File: src/rtl/pdem_pkg.sv
package pdem_pkg;

    // Timing
    localparam int         CLK_PERIOD_NS = 10;
    localparam int         SPIKE_NS      = 50;
    localparam int         SPIKE_CYC     = (SPIKE_NS + CLK_PERIOD_NS - 1) / CLK_PERIOD_NS;
    localparam logic [2:0] SPIKE_CNT     = 3'(SPIKE_CYC);

    // Port D bit positions
    localparam int PD_SCL  = 0;
    localparam int PD_SDA  = 1;
    localparam int PD_RXD  = 2;
    localparam int PD_TXD  = 3;
    localparam int PD_XCK  = 5;

    // Port E bit positions
    localparam int PE_TXD0 = 1;
    localparam int PE_SCK0 = 2;
    localparam int PE_OCA  = 3;
    localparam int PE_OCB  = 4;
    localparam int PE_OCC  = 5;
    localparam int PE_TCNT = 6;
    localparam int PE_DCLK = 7;

    // Reset values
    localparam logic [7:0] VEC_RST  = 8'h00;
    localparam logic       LINE_RST = 1'h1;
    localparam logic       BIT_RST  = 1'h0;

endpackage

File: src/rtl/pdem_mux.sv
// What this block does
// - Serial1 transmitter enabled forces pin D3 to output carrying transmit data.
// - Serial1 receiver enabled forces pin D2 to input feeding the receiver.
// - Forced-input D2 pull-up follows its port output bit, killed by global disable.
// - Two-wire enable takes pin D1 away from the port as data line.
// - Two-wire enable takes pin D0 away from the port as clock line.
// - Two-wire line inputs reject pulses shorter than 50 ns.
// - Two-wire lines only pull low, never drive high, slew limiting on.
// - Spike filters sit between pin input and two-wire logic only.
// - Pins D3..D0 serve as external interrupts; enabled interrupt keeps input on.
// - Direction bit E2 picks serial0 sync clock out (set) or in (clear).
// - Sync clock pin drive only while its serial port runs synchronous; the clock input is fed in every mode.
// - Clock-out fuse drives divided clock on E7 over port and direction bits.
// - Divided clock keeps driving E7 while reset is asserted.
// - Timer3 compare pins also carry its PWM waveform.
// - Pin E7 feeds timer3 capture, pin E6 feeds timer3 count clock.
// - Direction bit D5 picks serial1 sync clock out (set) or in (clear).
`timescale 1ns/100ps
module pdem_mux (
    input  wire logic       clk_sys_in,
    input  wire logic       rst_in,
    input  wire logic [7:0] portd_out_in,
    input  wire logic [7:0] portd_dir_in,
    input  wire logic [7:0] porte_out_in,
    input  wire logic [7:0] porte_dir_in,
    input  wire logic       global_pullup_disable_in,
    input  wire logic       sleep_input_disable_in,
    input  wire logic [7:0] portd_pad_in,
    input  wire logic [7:0] porte_pad_in,
    input  wire logic       serial1_tx_enable_in,
    input  wire logic       serial1_tx_data_in,
    input  wire logic       serial1_rx_enable_in,
    input  wire logic       serial1_sync_mode_in,
    input  wire logic       serial1_sync_clock_drive_in,
    input  wire logic       serial0_tx_enable_in,
    input  wire logic       serial0_tx_data_in,
    input  wire logic       serial0_sync_mode_in,
    input  wire logic       serial0_sync_clock_drive_in,
    input  wire logic       two_wire_enable_in,
    input  wire logic       twi_sda_pull_low_in,
    input  wire logic       twi_scl_pull_low_in,
    input  wire logic [7:0] ext_irq_enable_in,
    input  wire logic [2:0] timer3_compare_en_in,
    input  wire logic [2:0] timer3_compare_val_in,
    input  wire logic       clock_out_fuse_in,
    input  wire logic       divided_clock_in,
    output logic      [7:0] portd_pad_out,
    output logic      [7:0] portd_pad_oe_out,
    output logic      [7:0] portd_pullup_out,
    output logic      [7:0] portd_input_en_out,
    output logic      [7:0] porte_pad_out,
    output logic      [7:0] porte_pad_oe_out,
    output logic      [7:0] porte_pullup_out,
    output logic      [7:0] porte_input_en_out,
    output logic      [7:0] portd_pin_out,
    output logic      [7:0] porte_pin_out,
    output logic            serial1_rx_data_out,
    output logic            serial1_sync_clock_out,
    output logic            serial0_sync_clock_out,
    output logic            twi_sda_out,
    output logic            twi_scl_out,
    output logic            twi_slew_limit_out,
    output logic      [7:0] ext_irq_out,
    output logic            timer3_capture_out,
    output logic            timer3_count_out
);

    ////////////////////////////////////////////////////////////////////////////
    // Attribute resolution: {pullup, dir, value, input enable}
    function automatic logic [31:0] pdem_resolve(
        input logic [7:0] pu_en, input logic [7:0] pu_vl,
        input logic [7:0] dd_en, input logic [7:0] dd_vl,
        input logic [7:0] pv_en, input logic [7:0] pv_vl,
        input logic [7:0] di_en, input logic [7:0] di_vl,
        input logic [7:0] dir, input logic [7:0] val,
        input logic pu_off, input logic sleep);
        logic [7:0] pu;
        logic [7:0] dd;
        logic [7:0] pv;
        logic [7:0] die;
        pu  = (pu_en & pu_vl) | (~pu_en & val & ~dir & {8{~pu_off}});
        dd  = (dd_en & dd_vl) | (~dd_en & dir);
        pv  = (pv_en & pv_vl) | (~pv_en & val);
        die = (di_en & di_vl) | (~di_en & {8{~sleep}});
        return {pu, dd, pv, die};
    endfunction
    ////////////////////////////////////////////////////////////////////////////
    // Pin synchronisers
    logic [7:0] pd_s1_q;
    logic [7:0] pd_s2_q;
    logic [7:0] pe_s1_q;
    logic [7:0] pe_s2_q;
    always_ff @(posedge clk_sys_in or posedge rst_in) begin
        if (rst_in) begin
            pd_s1_q <= pdem_pkg::VEC_RST;
            pd_s2_q <= pdem_pkg::VEC_RST;
            pe_s1_q <= pdem_pkg::VEC_RST;
            pe_s2_q <= pdem_pkg::VEC_RST;
        end else begin
            pd_s1_q <= portd_pad_in;
            pd_s2_q <= pd_s1_q;
            pe_s1_q <= porte_pad_in;
            pe_s2_q <= pe_s1_q;
        end
    end
    // Fuse strap, no reset so the clock path runs through reset
    logic fuse_s1_q;
    logic fuse_s2_q;
    always_ff @(posedge clk_sys_in) begin
        fuse_s1_q <= clock_out_fuse_in;
        fuse_s2_q <= fuse_s1_q;
    end
    ////////////////////////////////////////////////////////////////////////////
    // Override vectors
    logic [7:0]  d_pu_en, d_pu_vl, d_dd_en, d_dd_vl, d_pv_en, d_pv_vl, d_di_en, d_di_vl;
    logic [7:0]  e_pu_en, e_pu_vl, e_dd_en, e_dd_vl, e_pv_en, e_pv_vl, e_di_en, e_di_vl;
    logic [31:0] d_res;
    logic [31:0] e_res;
    logic        sck1_drive;
    logic        sck0_drive;
    logic        pu_off;
    assign pu_off     = global_pullup_disable_in;
    assign sck1_drive = serial1_sync_mode_in & portd_dir_in[pdem_pkg::PD_XCK];
    assign sck0_drive = serial0_sync_mode_in & porte_dir_in[pdem_pkg::PE_SCK0];
    always_comb begin
        {d_pu_en, d_pu_vl, d_dd_en, d_dd_vl, d_pv_en, d_pv_vl, d_di_en, d_di_vl} = '0;
        // Transmit pin
        d_pu_en[pdem_pkg::PD_TXD] = serial1_tx_enable_in;
        d_dd_en[pdem_pkg::PD_TXD] = serial1_tx_enable_in;
        d_dd_vl[pdem_pkg::PD_TXD] = 1'h1;
        d_pv_en[pdem_pkg::PD_TXD] = serial1_tx_enable_in;
        d_pv_vl[pdem_pkg::PD_TXD] = serial1_tx_data_in;
        // Receive pin
        d_pu_en[pdem_pkg::PD_RXD] = serial1_rx_enable_in;
        d_dd_en[pdem_pkg::PD_RXD] = serial1_rx_enable_in;
        d_pu_vl[pdem_pkg::PD_RXD] = portd_out_in[pdem_pkg::PD_RXD] & ~pu_off;
        // Two-wire lines: pull low only
        d_pu_en[pdem_pkg::PD_SDA] = two_wire_enable_in;
        d_pu_vl[pdem_pkg::PD_SDA] = portd_out_in[pdem_pkg::PD_SDA] & ~pu_off;
        d_dd_en[pdem_pkg::PD_SDA] = two_wire_enable_in;
        d_dd_vl[pdem_pkg::PD_SDA] = twi_sda_pull_low_in;
        d_pv_en[pdem_pkg::PD_SDA] = two_wire_enable_in;
        d_pu_en[pdem_pkg::PD_SCL] = two_wire_enable_in;
        d_pu_vl[pdem_pkg::PD_SCL] = portd_out_in[pdem_pkg::PD_SCL] & ~pu_off;
        d_dd_en[pdem_pkg::PD_SCL] = two_wire_enable_in;
        d_dd_vl[pdem_pkg::PD_SCL] = twi_scl_pull_low_in;
        d_pv_en[pdem_pkg::PD_SCL] = two_wire_enable_in;
        // Interrupt inputs keep their input path
        d_di_en[3:0] = ext_irq_enable_in[3:0];
        d_di_vl[3:0] = 4'hF;
        // Serial1 sync clock
        d_dd_en[pdem_pkg::PD_XCK] = sck1_drive;
        d_dd_vl[pdem_pkg::PD_XCK] = 1'h1;
        d_pv_en[pdem_pkg::PD_XCK] = sck1_drive;
        d_pv_vl[pdem_pkg::PD_XCK] = serial1_sync_clock_drive_in;
        {e_pu_en, e_pu_vl, e_dd_en, e_dd_vl, e_pv_en, e_pv_vl} = '0;
        e_di_en = {ext_irq_enable_in[7:4], 4'h0};
        e_di_vl = 8'hF0;
        // Serial0 transmit
        e_pu_en[pdem_pkg::PE_TXD0] = serial0_tx_enable_in;
        e_dd_en[pdem_pkg::PE_TXD0] = serial0_tx_enable_in;
        e_dd_vl[pdem_pkg::PE_TXD0] = 1'h1;
        e_pv_en[pdem_pkg::PE_TXD0] = serial0_tx_enable_in;
        e_pv_vl[pdem_pkg::PE_TXD0] = serial0_tx_data_in;
        // Serial0 sync clock
        e_dd_en[pdem_pkg::PE_SCK0] = sck0_drive;
        e_dd_vl[pdem_pkg::PE_SCK0] = 1'h1;
        e_pv_en[pdem_pkg::PE_SCK0] = sck0_drive;
        e_pv_vl[pdem_pkg::PE_SCK0] = serial0_sync_clock_drive_in;
        // Timer3 compare and PWM; direction left to software
        e_pv_en[pdem_pkg::PE_OCC:pdem_pkg::PE_OCA] = timer3_compare_en_in;
        e_pv_vl[pdem_pkg::PE_OCC:pdem_pkg::PE_OCA] = timer3_compare_val_in;
    end
    assign d_res = pdem_resolve(d_pu_en, d_pu_vl, d_dd_en, d_dd_vl, d_pv_en, d_pv_vl,
                                d_di_en, d_di_vl, portd_dir_in, portd_out_in,
                                pu_off, sleep_input_disable_in);
    assign e_res = pdem_resolve(e_pu_en, e_pu_vl, e_dd_en, e_dd_vl, e_pv_en, e_pv_vl,
                                e_di_en, e_di_vl, porte_dir_in, porte_out_in,
                                pu_off, sleep_input_disable_in);

    ////////////////////////////////////////////////////////////////////////////
    // Pad drive registers
    logic [7:0] pd_out_q, pd_oe_q, pd_pu_q, pd_die_q;
    logic [6:0] pe_out_q, pe_oe_q;
    logic [7:0] pe_pu_q, pe_die_q;
    logic       pe7_out_q;
    logic       pe7_oe_q;
    logic       slew_q;

    always_ff @(posedge clk_sys_in or posedge rst_in) begin
        if (rst_in) begin
            pd_pu_q  <= pdem_pkg::VEC_RST;
            pd_oe_q  <= pdem_pkg::VEC_RST;
            pd_out_q <= pdem_pkg::VEC_RST;
            pd_die_q <= pdem_pkg::VEC_RST;
            pe_pu_q  <= pdem_pkg::VEC_RST;
            pe_oe_q  <= pdem_pkg::VEC_RST[6:0];
            pe_out_q <= pdem_pkg::VEC_RST[6:0];
            pe_die_q <= pdem_pkg::VEC_RST;
            slew_q   <= pdem_pkg::BIT_RST;
        end else begin
            pd_pu_q  <= d_res[31:24];
            pd_oe_q  <= d_res[23:16];
            pd_out_q <= d_res[15:8];
            pd_die_q <= d_res[7:0];
            pe_pu_q  <= e_res[31:24] & ~{fuse_s2_q, 7'h00};
            pe_oe_q  <= e_res[22:16];
            pe_out_q <= e_res[14:8];
            pe_die_q <= e_res[7:0];
            slew_q   <= two_wire_enable_in;
        end
    end

    // Clock-out pin keeps running through reset when the fuse is set
    always_ff @(posedge clk_sys_in) begin
        if (fuse_s2_q) begin
            pe7_oe_q  <= 1'h1;
            pe7_out_q <= divided_clock_in;
        end else if (rst_in) begin
            pe7_oe_q  <= pdem_pkg::BIT_RST;
            pe7_out_q <= pdem_pkg::BIT_RST;
        end else begin
            pe7_oe_q  <= e_res[16 + pdem_pkg::PE_DCLK];
            pe7_out_q <= e_res[8 + pdem_pkg::PE_DCLK];
        end
    end

    ////////////////////////////////////////////////////////////////////////////
    // Input side towards port and peripherals
    logic [7:0] pd_pin_q;
    logic [7:0] pe_pin_q;
    logic       rxd_q;
    logic       sck1_in_q;
    logic       sck0_in_q;
    logic [7:0] irq_q;
    logic       cap_q;
    logic       cnt_q;

    always_ff @(posedge clk_sys_in or posedge rst_in) begin
        if (rst_in) begin
            pd_pin_q  <= pdem_pkg::VEC_RST;
            pe_pin_q  <= pdem_pkg::VEC_RST;
            rxd_q     <= pdem_pkg::LINE_RST;
            sck1_in_q <= pdem_pkg::BIT_RST;
            sck0_in_q <= pdem_pkg::BIT_RST;
            irq_q     <= pdem_pkg::VEC_RST;
            cap_q     <= pdem_pkg::BIT_RST;
            cnt_q     <= pdem_pkg::BIT_RST;
        end else begin
            pd_pin_q  <= pd_s2_q & d_res[7:0];
            pe_pin_q  <= pe_s2_q & e_res[7:0];
            rxd_q     <= serial1_rx_enable_in ? pd_s2_q[pdem_pkg::PD_RXD]
                                              : pdem_pkg::LINE_RST;
            sck1_in_q <= pd_s2_q[pdem_pkg::PD_XCK] & d_res[pdem_pkg::PD_XCK];
            sck0_in_q <= pe_s2_q[pdem_pkg::PE_SCK0] & e_res[pdem_pkg::PE_SCK0];
            irq_q     <= {pe_s2_q[7:4] & e_res[7:4], pd_s2_q[3:0] & d_res[3:0]};
            cap_q     <= pe_s2_q[pdem_pkg::PE_DCLK] & e_res[pdem_pkg::PE_DCLK];
            cnt_q     <= pe_s2_q[pdem_pkg::PE_TCNT] & e_res[pdem_pkg::PE_TCNT];
        end
    end

    // Two-wire filters read the raw synchronised line, not the port path
    pdem_spike_filter u_sda_filt (
        .clk_sys_in (clk_sys_in),
        .rst_in     (rst_in),
        .line_in    (pd_s2_q[pdem_pkg::PD_SDA]),
        .line_out   (twi_sda_out)
    );

    pdem_spike_filter u_scl_filt (
        .clk_sys_in (clk_sys_in),
        .rst_in     (rst_in),
        .line_in    (pd_s2_q[pdem_pkg::PD_SCL]),
        .line_out   (twi_scl_out)
    );

    ////////////////////////////////////////////////////////////////////////////
    // Output assignments
    assign portd_pad_out          = pd_out_q;
    assign portd_pad_oe_out       = pd_oe_q;
    assign portd_pullup_out       = pd_pu_q;
    assign portd_input_en_out     = pd_die_q;
    assign porte_pad_out          = {pe7_out_q, pe_out_q};
    assign porte_pad_oe_out       = {pe7_oe_q, pe_oe_q};
    assign porte_pullup_out       = pe_pu_q;
    assign porte_input_en_out     = pe_die_q;
    assign portd_pin_out          = pd_pin_q;
    assign porte_pin_out          = pe_pin_q;
    assign serial1_rx_data_out    = rxd_q;
    assign serial1_sync_clock_out = sck1_in_q;
    assign serial0_sync_clock_out = sck0_in_q;
    assign twi_slew_limit_out     = slew_q;
    assign ext_irq_out            = irq_q;
    assign timer3_capture_out     = cap_q;
    assign timer3_count_out       = cnt_q;

endmodule // pdem_mux

File: src/rtl/pdem_spike_filter.sv
`timescale 1ns/100ps
module pdem_spike_filter (
    input  wire logic clk_sys_in,
    input  wire logic rst_in,
    input  wire logic line_in,
    output logic      line_out
);
    logic [2:0] cnt_q;
    logic       line_q;

    // Output moves only after the input has differed for the full window
    always_ff @(posedge clk_sys_in or posedge rst_in) begin
        if (rst_in) begin
            cnt_q  <= 3'h0;
            line_q <= pdem_pkg::LINE_RST;
        end else if (line_in == line_q) begin
            cnt_q <= 3'h0;
        end else if (cnt_q == pdem_pkg::SPIKE_CNT - 3'h1) begin
            cnt_q  <= 3'h0;
            line_q <= line_in;
        end else begin
            cnt_q <= cnt_q + 3'h1;
        end
    end

    assign line_out = line_q;
endmodule // pdem_spike_filter

File: config.mk
export PLATFORM = sky130hd
export DESIGN_NAME = pdem_mux
export DESIGN_NICKNAME = d
export VERILOG_FILES = /design/src/rtl/pdem_pkg.sv /design/src/rtl/pdem_mux.sv /design/src/rtl/pdem_spike_filter.sv
export SDC_FILE = /design/constraint.sdc
export NUM_CORES = 1
export LEC_CHECK = 0
export BUFFER_PORTS_ARGS = -buffer_cell sky130_fd_sc_hd__buf_2
export CELL_PAD_IN_SITES_DETAIL_PLACEMENT = 1
export CELL_PAD_IN_SITES_GLOBAL_PLACEMENT = 1
export CORE_MARGIN = 2
export CORE_UTILIZATION = 36
export DETAILED_ROUTE_END_ITERATION = 10
export PLACE_DENSITY_LB_ADDON = 0.1
export SYNTH_ARGS = -nofsm -noshare
export SYNTH_HDL_FRONTEND = slang
export SYNTH_HIERARCHICAL = 1
export SYNTH_SLANG_ARGS = --single-unit
export TNS_END_PERCENT = 1
File: constraint.sdc
create_clock -name clk_sys_in -period 4.75 [get_ports clk_sys_in]
set_input_delay 0.95 -clock clk_sys_in [delete_from_list [all_inputs] [get_ports clk_sys_in]]
set_output_delay 0.95 -clock clk_sys_in [all_outputs]
set_load 0.05 [all_outputs]
==> flow_metrics.py, run 1 <==
metrics = {
    "finish": {
        "post-route-util_pct": 50.8,
        "syn_to_final_growth_pct": 38.4,
        "drive_gt1_share_pct": 53.5,
        "final_nets": 487,
        "layout.filler_cells": 1087,
        "antennaDiodeCount": 0,
    },
    "sta": {
        "fin_skew_ns": 0.0100,
        "finalHoldViolations": 0,
        "worst-slew-pin-transition_ns": 0.824,
        "finalMaxSlewViolations": 0,
        "grt_setup_unrepaired": "no",
        "final-setup-viol-count": 0,
        "final.min_clock_period_ns": 2.25,
        "achievable-frequency_mhz": 445,
        "timing.final.crit_share_pct": 47.3,
        "setup_total_negative_slack_ns": 0,
        "max-slew-margin-rel_pct": 45.1,
    },
    "synthesis": {
        "ys_ff_latch": 117,
        "synth_adder_area_share_pct": 1.34,
        "yosys-mux-area-fraction_pct": 2.71,
        "syn_avg_cell_area_um2": 16.0,
        "synth.cell_area_um2": 3740,
        "ys_warn_count": 6,
        "synth_compound_gate_area_share_pct": 1.00,
        "ys_types": 23,
        "main_combinational_cell_family_by_area_after_synthesis": "simple AND/OR/NAND/NOR gates",
        "synth-xor-area-share_pct": 0.469,
        "synthSimpleGateAreaFrac_pct": 10.8,
        "post_synth_inst_count": 234,
        "synth_fp_nets": 318,
        "proportion_of_synthesized_chip_area_in_sequential_cells_pct": 77.9,
    },
    "clock_tree": {
        "root_buffer": "sky130_fd_sc_hd__clkbuf_8",
        "clock-sinks": 117,
        "post_cts.repair.setup_buffers": 0,
        "post_cts_resized": 0,
        "worstSkewPairLatency_ns": 0.50,
        "clk_path_buf_depth": 2,
        "post_cts_hold_buffer_count": 0,
        "htree_levels": 4,
        "cts_tree": "done",
        "number_of_buffers_added_by_the_clock_tree_synthesis_step": 17,
        "cts.clk_slew.worst_paths_ns": 0.06,
    },
    "route": {
        "first_pass_iters": 4,
        "antenna_viol_nets_final": 0,
        "via_count": 2333,
        "wl_per_cell_um": 13.8,
        "drt_wl_total_um": 7590,
        "route.detailed.drc": 0,
        "vias_per_cell": 4.23,
        "drt_first_iter_violations": 26,
    },
    "critical_path": {
        "setup.worst_path.start_class": "register",
        "ff2ff_path_depth": 3,
        "cp_max_fo": 3,
        "critPathBufInv": 1,
        "cp_slowest_cell": "sky130_fd_sc_hd__dfstp_2",
        "worst-path-stages": 1,
        "worstSetupPathType": "register to primary output",
        "setup.worst_path.end_class": "primary output",
        "cp_data_arrival_time_ns": 1.30,
        "critPathMaxStageDelay_ns": 0.54,
        "crit_chain": "buf_2",
        "critPathTopFamily": "flip-flops",
        "worst_ep_required_time_ns": 3.80,
    },
    "floorplan": {
        "core.rowCount": 37,
        "start_util_pct": 36.7,
        "placeableCoreArea_um2": 10200,
        "horizontal_die_dimension_um": 106,
        "design.portCount": 176,
        "design.die.area_um2": 11200,
        "fp.dieH_um": 106,
    },
    "grt": {
        "antenna_found_initial": 0,
        "grt_total_ovfl": 0,
        "grt_overall_usage_pct": 14.9,
        "first_global_vias": 2592,
        "largest_net_degree_at_the_start_of_global_routing": 71,
        "grt_first_pass_wirelength_um": 12300,
    },
    "power_and_ir_drop": {
        "leakagePower_nw": 2.63,
        "power_density_nw_per_um2": 520,
        "irDropWorstVdd_v": 0.000240,
    },
    "place": {
        "io_buffer_count": 175,
        "dp_hpwl_um": 5530,
        "routability_cong": 0.738,
    },
    "hold_path": {
        "holdCritPathClass": "register to register",
        "min_path_cells": 0,
    },
    "run": {
        "cap_viol_max_count": 0,
    },
    "outcome": {
        "run_status": "finished clean",
    },
}
Yosys cell counts:
cell                       instances  area share (%)
sky130_fd_sc_hd__inv_1             8            0.80
sky130_fd_sc_hd__nor3b_1          17             3.4
sky130_fd_sc_hd__ha_1              4             1.3
sky130_fd_sc_hd__xnor2_1           2            0.47
sky130_fd_sc_hd__dfxtp_1           4             2.1
sky130_fd_sc_hd__dfrtp_1         110              74
sky130_fd_sc_hd__nand2b_1         11             1.8
sky130_fd_sc_hd__buf_4            21             4.2
sky130_fd_sc_hd__clkbuf_1          3            0.30
sky130_fd_sc_hd__o21ai_0           1            0.13
sky130_fd_sc_hd__nor2b_1          15             2.5
sky130_fd_sc_hd__a21oi_1           2            0.27
sky130_fd_sc_hd__dfstp_2           3             2.1
sky130_fd_sc_hd__buf_6             1            0.30
sky130_fd_sc_hd__or3b_1            2            0.47
sky130_fd_sc_hd__mux2_2            9             2.7
sky130_fd_sc_hd__or2_2             2            0.33
sky130_fd_sc_hd__nand2b_2          1            0.23
sky130_fd_sc_hd__buf_2             1            0.13
sky130_fd_sc_hd__a21o_1            3            0.60
sky130_fd_sc_hd__nand2_1           5            0.50
sky130_fd_sc_hd__and2_1            8             1.3
sky130_fd_sc_hd__nor3_1            1            0.13
metrics by stage:
step | instance area (um2) | setup slack [ns] | hold WS (ns) | cells | total power, mW
global route | 5170 | 2.44 | 0.337 | 551 | 2.81
floorplan | 3740 | 1.02 | 0.310 | 234 | 1.42
CTS | 5170 | 2.46 | 0.331 | 551 | 2.73
global placement | 4610 | 2.54 | 0.310 | 520 | 1.51
detailed placement | 4610 | 2.49 | 0.316 | 520 | 1.52
finish | 5170 | 2.50 | 0.327 | 551 | 2.69
where the power goes:
part	internal (mW)	switching [mW]
logic	0.110	0.280
registers	1.08	0.0324
clock network	0.755	0.432
placed cells by master, fill, tap and decap left out, types with 2 or more instances in the layout:
| cell | synthesis | routed |
|---|---|---|
| sky130_fd_sc_hd__buf_2 | 1 | 175 |
| sky130_fd_sc_hd__dfrtp_1 | 110 | 110 |
| sky130_fd_sc_hd__nor3b_1 | 17 | 17 |
| sky130_fd_sc_hd__clkbuf_16 | 0 | 16 |
| sky130_fd_sc_hd__nor2b_1 | 15 | 15 |
| sky130_fd_sc_hd__nand2b_1 | 11 | 11 |
| sky130_fd_sc_hd__mux2_2 | 9 | 9 |
| sky130_fd_sc_hd__and2_1 | 8 | 8 |
| sky130_fd_sc_hd__inv_1 | 8 | 7 |
| sky130_fd_sc_hd__nand2_1 | 5 | 5 |
| sky130_fd_sc_hd__clkinvlp_4 | 0 | 4 |
| sky130_fd_sc_hd__dfxtp_1 | 4 | 4 |
| sky130_fd_sc_hd__ha_1 | 4 | 4 |
| sky130_fd_sc_hd__a21o_1 | 3 | 3 |
| sky130_fd_sc_hd__clkinv_2 | 0 | 3 |
| sky130_fd_sc_hd__dfstp_2 | 3 | 3 |
| sky130_fd_sc_hd__or2_2 | 2 | 2 |
| sky130_fd_sc_hd__clkbuf_8 | 0 | 2 |
| sky130_fd_sc_hd__clkinv_4 | 0 | 2 |
| sky130_fd_sc_hd__bufinv_16 | 0 | 2 |
| sky130_fd_sc_hd__xnor2_1 | 2 | 2 |
| sky130_fd_sc_hd__or3b_1 | 2 | 2 |
| sky130_fd_sc_hd__a21oi_1 | 2 | 2 |
per-layer routing:
metal	up-vias	GRT usage, %	wire length [um]
li1	1067	-	-
met1	1132	16.8	2990
met2	125	23.4	3670
met3	9	7.30	813
met4	0	7.61	115
met5	-	0	0
registers in the layout, summed over array words and instances, names as in the netlist, 4 cells and up:
| register | flops |
|---|---|
| ext_irq_out | 6 |
| pd_s1_q | 8 |
| pd_s2_q | 8 |
| pe_oe_q | 7 |
| pe_out_q | 7 |
| pe_s1_q | 8 |
| pe_s2_q | 8 |
| portd_input_en_out | 4 |
| portd_pad_oe_out | 8 |
| portd_pad_out | 8 |
| portd_pin_out | 4 |
| portd_pullup_out | 8 |
| porte_input_en_out | 5 |
| porte_pin_out | 5 |
| porte_pullup_out | 8 |
cells by family after synthesis:
logic type / after synthesis
AOI/OAI and AO/OA: 6
xor gates and xnor gates: 2
adders and majority gates: 4
buffers and inverters: 34
DFF: 117
muxes: 9
and+or+nand+nor: 62
worst paths after layout:
check	slack [ns]	from	end
hold / removal	0.33	fuse_s1_q	fuse_s2_q
hold reg to reg	0.33	fuse_s1_q	fuse_s2_q
min in group asynchronous	0.38	rst_in	u_scl_filt/cnt_q[0]
setup / recovery	2.50	u_sda_filt/line_out	twi_sda_out
max in group asynchronous	3.11	rst_in	pe_oe_q[0]
setup reg to reg	3.52	u_scl_filt/cnt_q[0]	u_scl_filt/cnt_q[2]
layout make-up:
type                    instances  area (um2)  area share, %
inverters                       8        32.5          0.629
clock buffers                  19         432           8.35
flip-flops and latches        117        2910           56.3
repair buffers                176         883           17.1
well taps                     136         170           3.29
clock inverters                12         131           2.54
multi-input cells              83         609           11.8
Note: power is estimated with default switching activity, not from simulation.
==> run 2, diff against run 1 <==
- ABC_AREA: unset -> 1
- CORE_UTILIZATION: 36 -> 35
- clock period: 4.75 -> 2.2 ns (I/O delays scaled with it)
==> flow_metrics.py, run 2 <==
metrics = {
    "sta": {
        "timing.final.crit_share_pct": 79.3,
        "finalHoldViolations": 0,
        "fin_skew_ns": 0.00403,
        "final.hold.worst_slack_ns": 0.0467,
        "final-setup-viol-count": 0,
        "grt_setup_unrepaired": "no",
        "worst-slew-pin-transition_ns": 0.538,
        "achievable-frequency_mhz": 573,
        "final.min_clock_period_ns": 1.74,
        "finalMaxSlewViolations": 0,
        "max-slew-margin-rel_pct": 64.1,
    },
    "critical_path": {
        "critPathTopFamily": "flip-flops",
        "cp_max_fo": 4,
        "worst_ep_required_time_ns": 1.76,
        "reg2reg_slack_ns": 1.20,
        "worstSetupPathType": "register to primary output",
        "cp_slowest_cell": "sky130_fd_sc_hd__dfstp_2",
        "crit_chain": "buf_2",
        "critPathMaxStageDelay_ns": 0.55,
        "critPathBufInv": 1,
        "cp_data_arrival_time_ns": 1.30,
        "setup.worst_path.end_class": "primary output",
        "setup.worst_path.start_class": "register",
    },
    "floorplan": {
        "design.portCount": 176,
        "start_util_pct": 36.0,
        "core.rowCount": 38,
        "horizontal_die_dimension_um": 110,
        "placeableCoreArea_um2": 10800,
        "design.die.area_um2": 12000,
        "fp.dieH_um": 110,
    },
    "synthesis": {
        "ys_ff_latch": 117,
        "synth_enable_flop_cells": 0,
        "top_cells_by_area_synth": "sky130_fd_sc_hd__dfrtp_1 (71%), sky130_fd_sc_hd__nand2_1 (4.7%), sky130_fd_sc_hd__inv_1 (4.6%), sky130_fd_sc_hd__buf_4 (4.0%), sky130_fd_sc_hd__nor3b_2 (2.2%)",
        "synth_fp_nets": 386,
        "ys_warn_count": 6,
        "synth.cell_area_um2": 3900,
        "synth_async_sr_flop_share_pct": 96.6,
        "post_synth_inst_count": 302,
        "syn_avg_cell_area_um2": 12.9,
        "dominantRegCellSynth": "sky130_fd_sc_hd__dfrtp_1",
        "proportion_of_synthesized_chip_area_in_sequential_cells_pct": 74.7,
        "synth_top_area_cell": "sky130_fd_sc_hd__dfrtp_1",
        "ys_types": 21,
        "synth_most_common_cell": "sky130_fd_sc_hd__dfrtp_1",
        "netlist.area_leader.share_pct": 70.6,
        "synth.cells.most_frequent": "sky130_fd_sc_hd__dfrtp_1 (110), sky130_fd_sc_hd__nand2_1 (49), sky130_fd_sc_hd__inv_1 (48)",
    },
    "finish": {
        "antennaDiodeCount": 0,
        "syn_to_final_growth_pct": 38.6,
        "layout.filler_cells": 1197,
        "drive_gt1_share_pct": 47.2,
        "most_frequent_standard_cell_in_the_layout_excluding_fill_and_tap_cells": "sky130_fd_sc_hd__buf_2",
        "final_nets": 556,
        "design_area_um2": 5400,
        "final_cell_mix": "sky130_fd_sc_hd__buf_2 (175), sky130_fd_sc_hd__dfrtp_1 (110), sky130_fd_sc_hd__nand2_1 (49)",
    },
    "place": {
        "dp_hpwl_um": 6260,
        "routability_cong": 0.713,
        "placement.cell_area_um2": 4770,
        "io_buffer_count": 175,
    },
    "route": {
        "top_signal_layer_used": "met5",
        "via_count": 2617,
        "first_pass_iters": 4,
        "route.layer.met1.wl_um": 3150,
        "drt_wl_total_um": 8440,
        "met2_length_um": 4160,
        "antenna_viol_nets_final": 0,
        "route.detailed.drc": 0,
        "drt_first_iter_violations": 60,
        "wl_per_cell_um": 13.5,
        "vias_per_cell": 4.19,
        "wl_met3_um": 1010,
    },
    "power_and_ir_drop": {
        "power_density_nw_per_um2": 1130,
        "fin_total_pwr_mw": 6.12,
        "irDropWorstVdd_v": 0.000485,
        "leakagePower_nw": 2.93,
    },
    "grt": {
        "largest_net_degree_at_the_start_of_global_routing": 106,
        "grt_overall_usage_pct": 15.3,
        "grt_first_pass_wirelength_um": 13600,
        "grt_total_ovfl": 0,
        "first_global_vias": 2806,
        "antenna_found_initial": 1,
    },
    "clock_tree": {
        "post_cts_resized": 0,
        "clock-sinks": 117,
        "root_buffer": "sky130_fd_sc_hd__clkbuf_8",
        "cts_tree": "done",
        "worstSkewPairLatency_ns": 0.49,
        "post_cts.repair.setup_buffers": 0,
        "number_of_buffers_added_by_the_clock_tree_synthesis_step": 17,
        "htree_levels": 4,
        "cts.clk_slew.worst_paths_ns": 0.06,
        "post_cts_hold_buffer_count": 1,
        "clk_path_buf_depth": 2,
    },
    "outcome": {
        "run_status": "finished clean",
    },
    "hold_path": {
        "holdCritPathClass": "input port to register",
    },
    "run": {
        "cap_viol_max_count": 0,
    },
}
==> run 2: changes by cell type in the layout (fill, tap and decap cells not counted), sizes merged, moves of 5 or more <==
| cell | previous run | this run |
|---|---|---|
| and2 | 8 | 0 |
| nor3b | 17 | 7 |
| nand2b | 12 | 0 |
| a21boi | 0 | 7 |
| inv | 9 | 50 |
| nor2b | 15 | 0 |
| nor2 | 0 | 23 |
| o21ai | 1 | 8 |
| nand3 | 0 | 5 |
| nand2 | 5 | 51 |
| mux2 | 9 | 0 |
==> run 2: layer usage <==
| metal | vias up | global-route usage [%] |
|---|---|---|
| met5 | - | 0 |
| met4 | 2 | 5.97 |
| met3 | 12 | 8.00 |
| met2 | 125 | 25.1 |
| met1 | 1252 | 16.9 |
| li1 | 1226 | - |
==> run 2: where the power goes <==
part / total [mW] / internal [mW] / switching (mW)
clock network: 2.82 / 1.85 / 0.976
registers: 2.41 / 2.33 / 0.0779
logic: 0.892 / 0.232 / 0.660
==> run 2: stage by stage <==
stage	setup WS, ns	setup TNS [ns]	std cells	util (%)
2_1_floorplan	-0.203	-0.203	302	-
6_report	0.455	0	625	49.8
3_5_place_dp	0.947	0	592	44.0
5_1_grt	0.401	0	625	49.8
4_1_cts	0.423	0	625	49.8
3_3_place_gp	0.976	0	592	44.0
==> run 2: cell families (layout without fill, tap and decap cells) <==
logic type / after synthesis / count (layout) / synth area share, %
fa+ha+maj: 4 / 4 / 1.28
compound gates: 16 / 16 / 2.79
buf+inv: 74 / 257 / 9.73
simple gates: 91 / 91 / 11.5
flops: 117 / 117 / 74.7
==> run 2: final timing paths <==
check / from / to / cells after the start
max: u_sda_filt/line_out / twi_sda_out / 1
min: clock_out_fuse_in / fuse_s1_q / 1
max reg2reg: u_sda_filt/cnt_q[0] / u_sda_filt/cnt_q[0] / 5
min reg2reg: pd_s1_q[2] / pd_s2_q[2] / 0
max in group asynchronous: rst_in / porte_pullup_out[6] / 4
min in group asynchronous: rst_in / u_sda_filt/cnt_q[1] / 3
==> run 2: final cells by class <==
type | instances | area [um2] | share of cell area (%)
timing repair buffer | 177 | 906 | 16.8
clock buffer | 17 | 414 | 7.67
tap | 140 | 175 | 3.24
clock inverter | 15 | 203 | 3.75
inverter | 48 | 184 | 3.41
multi-input combinational | 111 | 607 | 11.2
sequential | 117 | 2910 | 53.9
